==> config.mk <==
export PLATFORM = sky130hd
export DESIGN_NAME = tsb_bus
export DESIGN_NICKNAME = d
export VERILOG_FILES = /design/src/tsb_pkg.sv /design/src/tsb_cnt_if.sv /design/src/tsb_bus.sv /design/src/tsb_timer.sv
export SDC_FILE = /design/constraint.sdc
export NUM_CORES = 1
export LEC_CHECK = 0
export BUFFER_PORTS_ARGS = -buffer_cell sky130_fd_sc_hd__buf_2
export CORE_MARGIN = 4
export CORE_UTILIZATION = 40
export DETAILED_ROUTE_END_ITERATION = 7
export GPL_TIMING_DRIVEN = 0
export PLACE_DENSITY = 0.76
export SLEW_MARGIN = 20
export SYNTH_ARGS = -nofsm -noshare
export SYNTH_HDL_FRONTEND = slang
export SYNTH_HIERARCHICAL = 1
export SYNTH_SLANG_ARGS = --single-unit
==> constraint.sdc <==
create_clock -name i_clk -period 2.7 [get_ports i_clk]
set_clock_uncertainty 0.05 [all_clocks]
set_input_delay 0.27 -clock i_clk [delete_from_list [all_inputs] [get_ports i_clk]]
set_output_delay 0.27 -clock i_clk [all_outputs]
set_load 0.1 [all_outputs]
==> src/tsb_pkg.sv <==
// Functional notes
// RQ1: Thirteen shared address/data lines, three control lines, one open-collector interrupt.
// RQ2: Up to sixteen daisy-chained test sets answer on the shared lines.
// RQ3: Address strobe is active low and held low at least one microsecond.
// RQ4: Data strobe is active low and held low at least one microsecond.
// RQ5: Direction line is high for a read and low for a write.
// RQ6: Shared lines carry address first, then data held latched during data phase.
// RQ7: Interrupt input low for ten microseconds aborts the running sweep.
// RQ8: While holdoff input is low no sweep starts or continues.
// RQ9: Four test-set select outputs are always driven to logic zero.
// RQ10: Each cycle presents address with address strobe, then data strobe afterwards.
package tsb_pkg;
    localparam int unsigned AD_W         = 13;
    localparam int unsigned SEL_W        = 4;
    localparam int unsigned MAX_UNITS    = 16;
    localparam int unsigned CLK_MHZ      = 10;
    localparam int unsigned STROBE_US    = 1;
    localparam int unsigned INTR_US      = 10;
    localparam int unsigned STROBE_CYC   = (STROBE_US * CLK_MHZ < 1) ? 1 : STROBE_US * CLK_MHZ;
    localparam int unsigned INTR_CYC     = (INTR_US * CLK_MHZ < 1) ? 1 : INTR_US * CLK_MHZ;
    localparam int unsigned CNT_W        = 8;
    localparam logic [CNT_W-1:0] STROBE_LAST = CNT_W'(STROBE_CYC - 1);
    localparam logic [CNT_W-1:0] INTR_LAST   = CNT_W'(INTR_CYC - 1);
    localparam logic [CNT_W-1:0] CNT_ZERO    = 8'h00;
    localparam logic [SEL_W-1:0] SEL_VALUE   = 4'h0;
    localparam logic [AD_W-1:0]  AD_ZERO     = 13'h0000;
    typedef enum logic [2:0] {ST_IDLE, ST_ADDR, ST_GAP, ST_DATA, ST_DONE} tsb_state_e;
endpackage

==> src/tsb_cnt_if.sv <==
`timescale 1ns/1ps
// Carries a request and completion between the sequencer and a cycle timer.
interface tsb_cnt_if;
    logic start;
    logic done;
    modport owner (output start, input done);
    modport timer (input start, output done);
endinterface

==> src/tsb_bus.sv <==
`timescale 1ns/1ps
// Analyzer-side controller of the strobed test-set bus.
module tsb_bus
    import tsb_pkg::*;
(
    input  wire logic                      i_clk,
    input  wire logic                      i_nrst,
    input  wire logic                      i_req,
    input  wire logic                      i_read,
    input  wire logic [tsb_pkg::AD_W-1:0]  i_addr,
    input  wire logic [tsb_pkg::AD_W-1:0]  i_wdata,
    input  wire logic                      i_sweep_req,
    input  wire logic                      i_holdoff_n,
    input  wire logic                      i_intr_n,
    input  wire logic [tsb_pkg::AD_W-1:0]  i_ad,
    output logic      [tsb_pkg::AD_W-1:0]  o_ad,
    output logic                           o_ad_oe,
    output logic                           o_addr_strobe_n,
    output logic                           o_data_strobe_n,
    output logic                           o_read_not_write,
    output logic      [tsb_pkg::SEL_W-1:0] o_unit_select,
    output logic                           o_busy,
    output logic                           o_done,
    output logic      [tsb_pkg::AD_W-1:0]  o_rdata,
    output logic                           o_sweep_run,
    output logic                           o_sweep_abort
);
    import tsb_pkg::*;

    ////////////////////////////////////////////////////////////////////////////
    tsb_state_e       state_q;
    logic [AD_W-1:0]  wdata_q;
    logic             read_q;
    logic [CNT_W-1:0] intr_cnt_q;
    logic             intr_hit;
    logic [CNT_W-1:0] low_seen_q;
    tsb_cnt_if        strb ();

    // Strobe width timer.
    tsb_timer #(.LAST(STROBE_LAST)) u_strobe_timer (
        .i_clk  (i_clk),
        .i_nrst (i_nrst),
        .cnt    (strb.timer)
    );

    // Start the timer when a strobe phase opens.
    assign strb.start = (state_q == ST_IDLE && i_req) || (state_q == ST_GAP);

    ////////////////////////////////////////////////////////////////////////////
    // Bus cycle sequencer: address phase, then data phase.
    always_ff @(posedge i_clk or negedge i_nrst) begin
        if (!i_nrst) begin
            state_q <= ST_IDLE;
            wdata_q <= AD_ZERO;
            read_q  <= 1'b0;
        end else begin
            case (state_q)
                ST_IDLE: begin
                    if (i_req) begin
                        state_q <= ST_ADDR; // RQ10
                        wdata_q <= i_wdata;
                        read_q  <= i_read;
                    end
                end
                ST_ADDR: if (strb.done) begin
                    state_q <= ST_GAP; // RQ3
                end
                ST_GAP:  state_q <= ST_DATA; // RQ10
                ST_DATA: if (strb.done) begin
                    state_q <= ST_DONE; // RQ4
                end
                ST_DONE: state_q <= ST_IDLE;
                default: state_q <= ST_IDLE;
            endcase
        end
    end

    // Registered pin drive; address first, latched data in data phase.
    always_ff @(posedge i_clk or negedge i_nrst) begin
        if (!i_nrst) begin
            o_ad             <= AD_ZERO;
            o_ad_oe          <= 1'b0;
            o_addr_strobe_n  <= 1'b1;
            o_data_strobe_n  <= 1'b1;
            o_read_not_write <= 1'b1;
        end else begin
            if (state_q == ST_IDLE && i_req) begin
                o_ad             <= i_addr; // RQ6
                o_ad_oe          <= 1'b1; // RQ1
                o_addr_strobe_n  <= 1'b0; // RQ3
                o_read_not_write <= i_read; // RQ5
            end else if (state_q == ST_ADDR && strb.done) begin
                o_addr_strobe_n <= 1'b1; // RQ3
                o_ad            <= wdata_q; // RQ6
                o_ad_oe         <= !read_q; // RQ6
            end else if (state_q == ST_GAP) begin
                o_data_strobe_n <= 1'b0; // RQ10
            end else if (state_q == ST_DATA && strb.done) begin
                o_data_strobe_n <= 1'b1; // RQ4
            end else if (state_q == ST_DONE) begin
                o_ad_oe          <= 1'b0;
                o_read_not_write <= 1'b1;
            end
        end
    end

    // Capture read data at the end of the data phase, any of sixteen units.
    always_ff @(posedge i_clk or negedge i_nrst) begin
        if (!i_nrst) begin
            o_rdata <= AD_ZERO;
            o_done  <= 1'b0;
            o_busy  <= 1'b0;
        end else begin
            o_done <= (state_q == ST_DATA) && strb.done;
            o_busy <= (state_q != ST_IDLE) || i_req;
            if (state_q == ST_DATA && strb.done && read_q) begin
                o_rdata <= i_ad; // RQ2
            end
        end
    end

    // Select outputs are held at zero.
    always_ff @(posedge i_clk or negedge i_nrst) begin
        if (!i_nrst) begin
            o_unit_select <= SEL_VALUE;
        end else begin
            o_unit_select <= SEL_VALUE; // RQ9
        end
    end

    ////////////////////////////////////////////////////////////////////////////
    // Interrupt low-time filter.
    always_ff @(posedge i_clk or negedge i_nrst) begin
        if (!i_nrst) begin
            intr_cnt_q <= CNT_ZERO;
        end else if (i_intr_n) begin
            intr_cnt_q <= CNT_ZERO;
        end else if (intr_cnt_q != INTR_LAST) begin
            intr_cnt_q <= intr_cnt_q + 8'h01; // RQ7
        end
    end
    assign intr_hit = !i_intr_n && (intr_cnt_q == INTR_LAST);

    // Sweep gating: holdoff stops it, long interrupt aborts it.
    always_ff @(posedge i_clk or negedge i_nrst) begin
        if (!i_nrst) begin
            o_sweep_run   <= 1'b0;
            o_sweep_abort <= 1'b0;
        end else begin
            o_sweep_abort <= intr_hit && o_sweep_run; // RQ7
            o_sweep_run   <= i_sweep_req && i_holdoff_n && !intr_hit; // RQ8
        end
    end

    ////////////////////////////////////////////////////////////////////////////
    las_width_a: assert property (@(posedge i_clk) disable iff (!i_nrst) // RQ3
        $fell(o_addr_strobe_n) |-> !o_addr_strobe_n [*8] ##1 !o_addr_strobe_n [*2])
        else $error("address strobe too short");
    lds_width_a: assert property (@(posedge i_clk) disable iff (!i_nrst) // RQ4
        $fell(o_data_strobe_n) |-> !o_data_strobe_n [*8] ##1 !o_data_strobe_n [*2])
        else $error("data strobe too short");
    strobe_excl_a: assert property (@(posedge i_clk) disable iff (!i_nrst) // RQ10
        !(!o_addr_strobe_n && !o_data_strobe_n))
        else $error("both strobes low");
    lds_after_las_a: assert property (@(posedge i_clk) disable iff (!i_nrst) // RQ10
        $rose(o_addr_strobe_n) |-> ##1 $fell(o_data_strobe_n))
        else $error("data strobe did not follow address");
    dir_hold_a: assert property (@(posedge i_clk) disable iff (!i_nrst) // RQ5
        (!o_data_strobe_n && !$fell(o_data_strobe_n)) |-> $stable(o_read_not_write))
        else $error("direction changed in data phase");
    read_release_a: assert property (@(posedge i_clk) disable iff (!i_nrst) // RQ6
        (!o_data_strobe_n && o_read_not_write) |-> !o_ad_oe)
        else $error("driving lines during read");
    select_zero_a: assert property (@(posedge i_clk) disable iff (!i_nrst) // RQ9
        o_unit_select == SEL_VALUE)
        else $error("select not zero");
    holdoff_stop_a: assert property (@(posedge i_clk) disable iff (!i_nrst) // RQ8
        !i_holdoff_n |=> !o_sweep_run)
        else $error("sweep ran during holdoff");
    intr_abort_a: assert property (@(posedge i_clk) disable iff (!i_nrst) // RQ7
        (o_sweep_run && !i_intr_n && low_seen_q == INTR_LAST) |=> (!o_sweep_run && o_sweep_abort))
        else $error("long interrupt did not abort");
    abort_qualified_a: assert property (@(posedge i_clk) disable iff (!i_nrst) // RQ7
        o_sweep_abort |-> (!$past(i_intr_n) && $past(low_seen_q) == INTR_LAST))
        else $error("abort without a long interrupt");
    holdoff_run_a: assert property (@(posedge i_clk) disable iff (!i_nrst) // RQ8
        o_sweep_run |-> $past(i_holdoff_n))
        else $error("sweep started during holdoff");

    // The shared lines must not move while a strobe marks them valid.
    addr_hold_a: assert property (@(posedge i_clk) disable iff (!i_nrst) // RQ6
        (!o_addr_strobe_n && !$fell(o_addr_strobe_n)) |-> $stable(o_ad))
        else $error("address moved under address strobe");
    data_hold_a: assert property (@(posedge i_clk) disable iff (!i_nrst) // RQ6
        (!o_data_strobe_n && !$fell(o_data_strobe_n)) |-> ($stable(o_ad) && $stable(o_ad_oe)))
        else $error("data lines moved under data strobe");
    write_drive_a: assert property (@(posedge i_clk) disable iff (!i_nrst) // RQ6
        (!o_data_strobe_n && !o_read_not_write) |-> o_ad_oe)
        else $error("write data not driven");
    addr_drive_a: assert property (@(posedge i_clk) disable iff (!i_nrst) // RQ1
        !o_addr_strobe_n |-> o_ad_oe)
        else $error("address not driven");
    done_pulse_a: assert property (@(posedge i_clk) disable iff (!i_nrst) // RQ4
        o_done |=> !o_done)
        else $error("done held longer than one cycle");

    ////////////////////////////////////////////////////////////////////////////
    // Checker helper: counts consecutive low interrupt samples, saturating at the abort limit.
    // Kept apart from the filter above so the abort checks do not lean on the logic they watch.
    always_ff @(posedge i_clk or negedge i_nrst) begin
        if (!i_nrst) begin
            low_seen_q <= CNT_ZERO;
        end else if (i_intr_n) begin
            low_seen_q <= CNT_ZERO;
        end else if (low_seen_q != INTR_LAST) begin
            low_seen_q <= low_seen_q + 8'h01;
        end
    end
endmodule // tsb_bus

==> src/tsb_timer.sv <==
`timescale 1ns/1ps
// Counts a fixed number of cycles after start and then pulses done.
module tsb_timer #(
    parameter logic [7:0] LAST = 8'h00
) (
    input  wire logic i_clk,
    input  wire logic i_nrst,
    tsb_cnt_if.timer  cnt
);
    import tsb_pkg::*;
    logic [CNT_W-1:0] cnt_q;
    logic             run_q;
    logic             done_q;

    // Run the count and flag its last cycle.
    always_ff @(posedge i_clk or negedge i_nrst) begin
        if (!i_nrst) begin
            cnt_q  <= CNT_ZERO;
            run_q  <= 1'b0;
            done_q <= 1'b0;
        end else begin
            done_q <= 1'b0;
            if (cnt.start) begin
                cnt_q <= CNT_ZERO;
                run_q <= 1'b1;
            end else if (run_q) begin
                if (cnt_q == LAST) begin
                    run_q  <= 1'b0;
                    done_q <= 1'b1;
                end else begin
                    cnt_q <= cnt_q + 8'h01;
                end
            end
        end
    end
    assign cnt.done = done_q;
endmodule // tsb_timer
==> results.md, run 1 <==
- Initial core utilization: 41.8%
- Register-to-register path setup slack: 0.75 ns
- Worst reg2reg path depth: 6
- DIE AREA: 9220 um2
- Total number of clock tree sinks: 69
- Number of detailed-routing iterations run before antenna repair: 5
- RD Place Congestion: 0.809
- Post-synthesis cell area: 3100 um2
- TritonCTS clock tree: built
- Clock root buffer master: sky130_fd_sc_hd__clkbuf_8
- Critical-path top delay cell: sky130_fd_sc_hd__dfrtp_1
- Sequential fraction of the synthesis area: 55.8%
- Die width: 96.0 um
- Net count reported at finish: 402
- Synthesized area per cell: 12.0 um2
- Pin count of the biggest net entering global routing: 52
- TNS Setup: 0 ns
- Die height: 96.0 um
- Remaining DRCs: 0
- Hold-fix buffer count after cts: 1
- Port Buffer Count: 78
- Classification of the worst-slack hold path: in -> reg
- Rows: 31
- Unrepaired setup endpoints after global routing: no
- Antenna violation net count after detailed routing: 0
- Run status: completed
- Share of cells above drive strength 1: 41.6%
- Initial antenna violation count: 0
- Number of diodes added for antenna fixing: 0
- Largest buffer count on any clock path: 2
- Layout fillers: 657
- Vias in the first global route: 2215
- Crit-path cells: buf_2, nor2_1, nor3_1, clkbuf_1, nor2_1, mux2_1
- Final Routed Wirelength: 6340 um
- First-pass GRT wire length: 10000 um
- Top FF cell, synth: sky130_fd_sc_hd__dfrtp_1
- R2r endpoint: u_strobe_timer/cnt_q[1]
- Origin of the critical flop-to-flop path: state_q[1]
- Number of synthesized flops with an enable pin: 0
- Sort of element at the end of the critical path: flop
- Clock transition time at the flip-flop clock pins of the worst setup and hold paths: 0.07 ns
- Data arrival time of the critical path: 2.11 ns
- Post-synthesis register bit count: 69
- Reported max-cap violation count: 0
- Overall via count from detail_route: 2278
- Highest ir drop seen on vdd: 0.351 mV
- Final standard cell area without fillers: 3890 um2
- Leakage: 1.86 nW
- Data required time at the worst endpoint: 2.87 ns
- DPL Wire Length: 4670 um
- Largest fanout on the critical path: 10
- Via count normalized by instance count: 4.98
- Post-detailed-placement cell area: 3650 um2
- Placeable core region: 7410 um2
- Clock H-tree levels: 3
- CTS Buf Count: 9
- Clock insertion delay at the later pin of the skew report: 0.34 ns
- Fraction of registers with async set/reset: 100%
- Fmax achieved: 513 MHz
- Most common cell type on the critical path: sky130_fd_sc_hd__nor2_1
- Critical Path Start Type: flop
- Resized cells post-CTS: 0
- Final number of max-transition violations: 0
- Post-CTS Setup Repair Bufs: 0
- Total I/O pin count: 84
- Crit Path Category: reg -> reg
- Tmin final: 1.95 ns
- Warning count from the yosys run: 6
- Synthesized netlist cell count: 259
- Startpoint of the tightest hold check path: i_holdoff_n
- Part of the cycle the worst path needs: 72.2%
- Slowest stage delay, CP: 0.39 ns
- Routed WL per cell: 13.9 um
- Power per cell area: 1300 nW/um2
- DRC marker count from the first detailed-route iteration: 72
- Number of setup violations in the final report: 0
- Total global routing track utilization: 14.0%
- Number of stages on the worst hold path: 3
- Final hold violations: 0
- Layout overhead on the synthesized area: 25.7%
- Number of unique standard cell types used by synthesis: 50
- Hold path endpoint: o_sweep_run
- Overflow after GRT: 0
## layout make-up
type	count	area (um2)	share of cell area (%)
Multi-Input combinational cell	158	1200	30.8
Clock buffer	10	138	3.53
Inverter	20	75.1	1.93
Buffer	15	104	2.67
Sequential cell	69	1730	44.4
Tap cell	99	124	3.18
Timing Repair Buffer	80	430	11.1
Clock inverter	6	92.6	2.38
## cells in the mapped netlist (2+ instances only)
| master | count | area, um2 |
|---|---|---|
| sky130_fd_sc_hd__dfrtp_1 | 66 | 1650 |
| sky130_fd_sc_hd__inv_1 | 20 | 75.1 |
| sky130_fd_sc_hd__o21ai_0 | 20 | 100 |
| sky130_fd_sc_hd__mux2_2 | 17 | 191 |
| sky130_fd_sc_hd__nor2_1 | 15 | 56.3 |
| sky130_fd_sc_hd__a22oi_1 | 13 | 97.6 |
| sky130_fd_sc_hd__nand2_1 | 12 | 45.0 |
| sky130_fd_sc_hd__mux2_4 | 10 | 150 |
| sky130_fd_sc_hd__a21oi_1 | 9 | 45.0 |
| sky130_fd_sc_hd__nand3_1 | 6 | 30.0 |
| sky130_fd_sc_hd__buf_4 | 5 | 37.5 |
| sky130_fd_sc_hd__or3_1 | 5 | 31.3 |
| sky130_fd_sc_hd__xor2_1 | 5 | 43.8 |
| sky130_fd_sc_hd__buf_2 | 4 | 20.0 |
| sky130_fd_sc_hd__nand4_1 | 4 | 25.0 |
| sky130_fd_sc_hd__buf_6 | 3 | 33.8 |
| sky130_fd_sc_hd__dfstp_2 | 3 | 78.8 |
| sky130_fd_sc_hd__ha_1 | 3 | 37.5 |
| sky130_fd_sc_hd__a21boi_2 | 2 | 22.5 |
| sky130_fd_sc_hd__a31oi_1 | 2 | 12.5 |
| sky130_fd_sc_hd__and4b_1 | 2 | 20.0 |
| sky130_fd_sc_hd__clkbuf_1 | 2 | 7.51 |
| sky130_fd_sc_hd__mux2_1 | 2 | 22.5 |
| sky130_fd_sc_hd__nand2b_1 | 2 | 12.5 |
| sky130_fd_sc_hd__nor2b_1 | 2 | 12.5 |
## flip-flops by register name, indices dropped and copies added (netlist names)
| signal | count |
|---|---|
| o_ad_oe | 1 |
| read_q | 1 |
| o_ad | 13 |
| u_strobe_timer/cnt_q | 8 |
| o_rdata | 13 |
| intr_cnt_q | 8 |
| o_addr_strobe_n | 1 |
| o_read_not_write | 1 |
| o_done | 1 |
| wdata_q | 13 |
| state_q | 3 |
| o_sweep_abort | 1 |
| u_strobe_timer/cnt.done | 1 |
| u_strobe_timer/run_q | 1 |
| o_busy | 1 |
| o_sweep_run | 1 |
| o_data_strobe_n | 1 |
## per-stage QoR
stage	total power, mW	setup WS [ns]	hold WS, ns	std cells	util [%]
floorplan	3.70	1.04	-0.0756	262	-
global placement	4.08	0.824	0.426	439	48.9
detailed placement	4.14	0.760	0.117	440	49.3
CTS	5.11	0.754	0.0792	457	52.6
global route	5.30	0.638	0.0904	457	52.6
finish	5.06	0.751	0.0959	457	52.6
## worst max path at each step
stage | startpoint | to | slack (ns)
global placement | state_q[1] | u_strobe_timer/cnt_q[1] | 0.82
detailed placement | state_q[1] | u_strobe_timer/cnt_q[1] | 0.76
global route | state_q[1] | u_strobe_timer/cnt_q[1] | 0.64
CTS | state_q[1] | u_strobe_timer/cnt_q[1] | 0.75
floorplan | state_q[1] | u_strobe_timer/cnt_q[1] | 1.04
finish | state_q[1] | u_strobe_timer/cnt_q[1] | 0.75
## power by group
group          total [mW]  leakage [nW]  switching [mW]  internal [mW]
sequential           1.65         0.843           0.247           1.41
combinational        2.46         0.909            1.90          0.556
clock               0.948         0.110           0.397          0.551
total                5.06          1.86            2.55           2.52
## placed cells by master (no fill, tap or decap), types with 3 or more instances in the layout
cell type                  instances
sky130_fd_sc_hd__mux2_2           17
sky130_fd_sc_hd__a22oi_1          13
sky130_fd_sc_hd__nand2_1          12
sky130_fd_sc_hd__clkbuf_8         10
sky130_fd_sc_hd__buf_4             6
sky130_fd_sc_hd__nor2_1           15
sky130_fd_sc_hd__o21ai_0          20
sky130_fd_sc_hd__or3_1             5
sky130_fd_sc_hd__buf_2            81
sky130_fd_sc_hd__dfrtp_1          66
sky130_fd_sc_hd__ha_1              3
sky130_fd_sc_hd__mux2_4           10
sky130_fd_sc_hd__inv_1            20
sky130_fd_sc_hd__nand3_1           6
sky130_fd_sc_hd__dfstp_2           3
sky130_fd_sc_hd__a21oi_1           9
sky130_fd_sc_hd__buf_6             3
sky130_fd_sc_hd__conb_1            4
sky130_fd_sc_hd__xor2_1            5
sky130_fd_sc_hd__nand4_1           4
## logic make-up after synthesis
family	synth area share, %
buffers and inverters	5.77
other	0.121
AOI/OAI and AO/OA	11.1
xor gates and xnor gates	1.41
muxes	12.1
and+or+nand+nor	12.5
DFF	55.8
adders and majority gates	1.21
## per-layer routing
layer | GRT usage, % | wire (um) | vias up
li1 | - | - | 1099
met2 | 23.2 | 2940 | 78
met1 | 17.2 | 2790 | 1094
met4 | 6.16 | 87 | 0
met5 | 0 | 0 | -
met3 | 3.67 | 518 | 7
## critical path: cells and delay by family, from the launching register on
family	cells	cell delay [ns]
multiplexers	1	0.30
flip-flops	1	0.39
AND/OR/NAND/NOR	3	0.49
buffers and inverters	2	0.60
No activity file was read; power rests on OpenSTA's default activity.
==> run 2: changes to the inputs <==
--- a/config.mk
+++ b/config.mk
@@ -5,12 +5,13 @@
 export SDC_FILE = /design/constraint.sdc
 export NUM_CORES = 1
 export LEC_CHECK = 0
+export ABC_AREA = 1
 export BUFFER_PORTS_ARGS = -buffer_cell sky130_fd_sc_hd__buf_2
 export CORE_MARGIN = 4
 export CORE_UTILIZATION = 40
 export DETAILED_ROUTE_END_ITERATION = 7
 export GPL_TIMING_DRIVEN = 0
-export PLACE_DENSITY = 0.76
+export PLACE_DENSITY = 0.75
 export SLEW_MARGIN = 20
 export SYNTH_ARGS = -nofsm -noshare
 export SYNTH_HDL_FRONTEND = slang
==> constraint.sdc (replaced) <==
create_clock -name i_clk -period 1.9 [get_ports i_clk]
set_clock_uncertainty 0.05 [all_clocks]
set_input_delay 0.19 -clock i_clk [delete_from_list [all_inputs] [get_ports i_clk]]
set_output_delay 0.19 -clock i_clk [all_outputs]
set_load 0.1 [all_outputs]
==> run 2 against run 1 <==
Net effect: critical endpoint is now u_strobe_timer/cnt_q[7]; combinational power down 93%; sequential share of layout area down 3.5 points; largest cell class unchanged; sequential cell count unchanged.
==> results.md, run 2 <==
- Run status: completed
- Final hold violations: 0
- Data arrival time of the critical path: 1.92 ns
- Final standard cell area without fillers: 4220 um2
- Largest registers ranked by flip-flop count: o_ad (13), o_rdata (13), wdata_q (13)
- Via count normalized by instance count: 4.76
- Placed cell count: 580
- Largest buffer count on any clock path: 2
- Total global routing track utilization: 16.5%
- Critical-path top delay cell: sky130_fd_sc_hd__dfrtp_1
- RD Place Congestion: 0.876
- Die height: 98.5 um
- Most common cell type on the critical path: sky130_fd_sc_hd__nand2_1
- Final Routed Wirelength: 7630 um
- Most common library cell in the layout ignoring fill and taps: sky130_fd_sc_hd__nand2_1
- Critical path launch point: state_q[0]
- Slew HR: 65.9%
- Startpoint of the tightest hold check path: i_addr[9]
- DPL Wire Length: 5410 um
- Power per cell area: 734 nW/um2
- Synthesized area per cell: 8.30 um2
- Final core utilization: 53.8%
- Number of diodes added for antenna fixing: 0
- Crit-path cells: nor2_4, nand3_1, nand2_1, inv_1, buf_4, nor2_1, nand4_2, nand2_4, nand2_1, nand2_1
- Total power of the final layout: 3.10 mW
- Crit Path Category: reg -> reg
- Fin cells: 611
- Initial core utilization: 41.8%
- Layout fillers: 702
- Classification of the worst-slack hold path: in -> reg
- Pin count of the biggest net entering global routing: 43
- Layout overhead on the synthesized area: 28.9%
- Clock root buffer master: sky130_fd_sc_hd__clkbuf_8
- Clock insertion delay at the later pin of the skew report: 0.35 ns
- Clock H-tree levels: 3
- Leakage: 2.21 nW
- CTS Buf Count: 9
- Clock transition time at the flip-flop clock pins of the worst setup and hold paths: 0.07 ns
- Overall via count from detail_route: 2911
- Most used standard cells in the synthesized netlist: sky130_fd_sc_hd__nand2_1 (140), sky130_fd_sc_hd__nand3_1 (73), sky130_fd_sc_hd__dfrtp_1 (66)
- Post-CTS Setup Repair Bufs: 0
- Vias in the first global route: 2909
- Warning count from the yosys run: 6
- DIE AREA: 9700 um2
- Tmin final: 1.69 ns
- Sequential fraction of the synthesis area: 52.8%
- Critical Path Start Type: flop
- TNS Setup: 0 ns
- Synthesized netlist cell count: 395
- Synth area leader: sky130_fd_sc_hd__dfrtp_1
- Remaining DRCs: 0
- Unrepaired setup endpoints after global routing: no
- Total number of clock tree sinks: 69
- Routed WL per cell: 12.5 um
- Part of the cycle the worst path needs: 89.0%
- Initial antenna violation count: 0
- Fmax achieved: 591 MHz
- Port Buffer Count: 79
- Post-Place Worst Slack: 0.233 ns
- Sort of element at the end of the critical path: flop
- Share of cells above drive strength 1: 25.3%
- Reported max-cap violation count: 0
- Antenna violation net count after detailed routing: 0
- Commonest cells after routing, fill and taps aside: sky130_fd_sc_hd__nand2_1 (140), sky130_fd_sc_hd__buf_2 (82), sky130_fd_sc_hd__nand3_1 (73)
- Origin of the critical flop-to-flop path: state_q[0]
- Final number of max-transition violations: 0
- Number of synthesized flops with an enable pin: 0
- Number of setup violations in the final report: 0
- Post-synthesis register bit count: 69
- Tightest hold margin: 0.0107 ns
- Largest fanout on the critical path: 8
- Number of detailed-routing iterations run before antenna repair: 4
- Top area cells in the synthesized netlist: sky130_fd_sc_hd__dfrtp_1 (50%), sky130_fd_sc_hd__nand2_1 (16%), sky130_fd_sc_hd__nand3_1 (11%), sky130_fd_sc_hd__nor2_1 (3.6%), sky130_fd_sc_hd__inv_1 (3.0%)
- Net count reported at finish: 553
- Slowest stage delay, CP: 0.46 ns
- Post-synthesis cell area: 3280 um2
- Actual transition at the worst max-transition pin: 0.514 ns
- Die width: 98.5 um
- First-pass GRT wire length: 13000 um
- Setup slack of the critical path after layout: 0.208 ns
- Fraction of registers with async set/reset: 100%
- Synth top area share: 50.4%
- Number of unique standard cell types used by synthesis: 29
- Post-detailed-placement cell area: 3830 um2
- Rows: 32
- Highest ir drop seen on vdd: 0.324 mV
- DRC marker count from the first detailed-route iteration: 156
- Most frequent cell after synthesis: sky130_fd_sc_hd__nand2_1
- Overflow after GRT: 0
- Placeable core region: 7850 um2
- Data required time at the worst endpoint: 2.13 ns
- TritonCTS clock tree: built
- Top FF cell, synth: sky130_fd_sc_hd__dfrtp_1
- Total I/O pin count: 84
## run 2: cell count changes after synthesis, moves of 5 or more
cell / change
sky130_fd_sc_hd__a22oi_1: -13
sky130_fd_sc_hd__mux2_4: -10
sky130_fd_sc_hd__nand3_1: +67
sky130_fd_sc_hd__nor2_1: +16
sky130_fd_sc_hd__inv_1: +6
sky130_fd_sc_hd__mux2_2: -17
sky130_fd_sc_hd__nand2_1: +128
sky130_fd_sc_hd__or3_1: -5
sky130_fd_sc_hd__o21ai_0: -13
sky130_fd_sc_hd__a21oi_1: -5
## run 2: metal layers
metal  global-route usage [%]  share of wire, %  up-vias
met5                        0                 0        -
met1                     20.0                41     1357
met3                     4.10               5.3       15
met4                     8.09               2.8        0
met2                     27.3                51       71
li1                         -                 -     1468
## run 2: worst max-delay path: cells and delay by family, from the launching register on
family                 cells  cell delay, ns
and+or+nand+nor            8            0.94
DFF                        1            0.46
buffers and inverters      2            0.19
## run 2: repair_timing
| item | 4_1_cts | 5_1_grt |
|---|---|---|
| hold buffers | 14 | 1 |
| endpoints found under the hold margin | 39 | 1 |
| gates resized for setup | 0 | 0 |
## run 2: path summary, 6_finish.rpt
check | to | slack (ns) | cells past startpoint
worst max-delay path | u_strobe_timer/cnt_q[7] | 0.21 | 10
worst min-delay path | o_ad[9] | 0.01 | 3
worst max register to register | u_strobe_timer/cnt_q[7] | 0.21 | 10
worst min register to register | o_rdata[6] | 0.43 | 2
max in group asynchronous | o_read_not_write | 0.95 | 3
min in group asynchronous | intr_cnt_q[4] | 0.25 | 2
## run 2: kinds of logic (layout without fill, tap and decap cells)
kind of cell    count (synthesis)  after routing  share of synthesized area [%]
fa+ha+maj                       3              3                           1.15
flops                          69             69                           52.8
other cells                     1              4                          0.114
simple gates                  259            259                           35.3
compound gates                 13             13                           2.18
xor+xnor                        2              2                          0.535
buf+inv                        48            159                           7.90
## run 2: layout make-up
class	instances	area, um2	area share [%]
Clock buffer	12	145	3.44
Tap cell	102	128	3.02
Buffer	17	140	3.32
Clock inverter	4	95.1	2.25
Multi-Input combinational cell	281	1300	30.7
Inverter	31	119	2.81
Sequential cell	69	1730	41.0
Timing Repair Buffer	95	568	13.4
## run 2: where the power goes
| group | total, mW | switching, mW | internal [mW] |
|---|---|---|---|
| clock network | 1.44 | 0.537 | 0.907 |
| logic | 0.177 | 0.105 | 0.0718 |
| registers | 1.48 | 0.00695 | 1.47 |
| total | 3.10 | 0.649 | 2.45 |
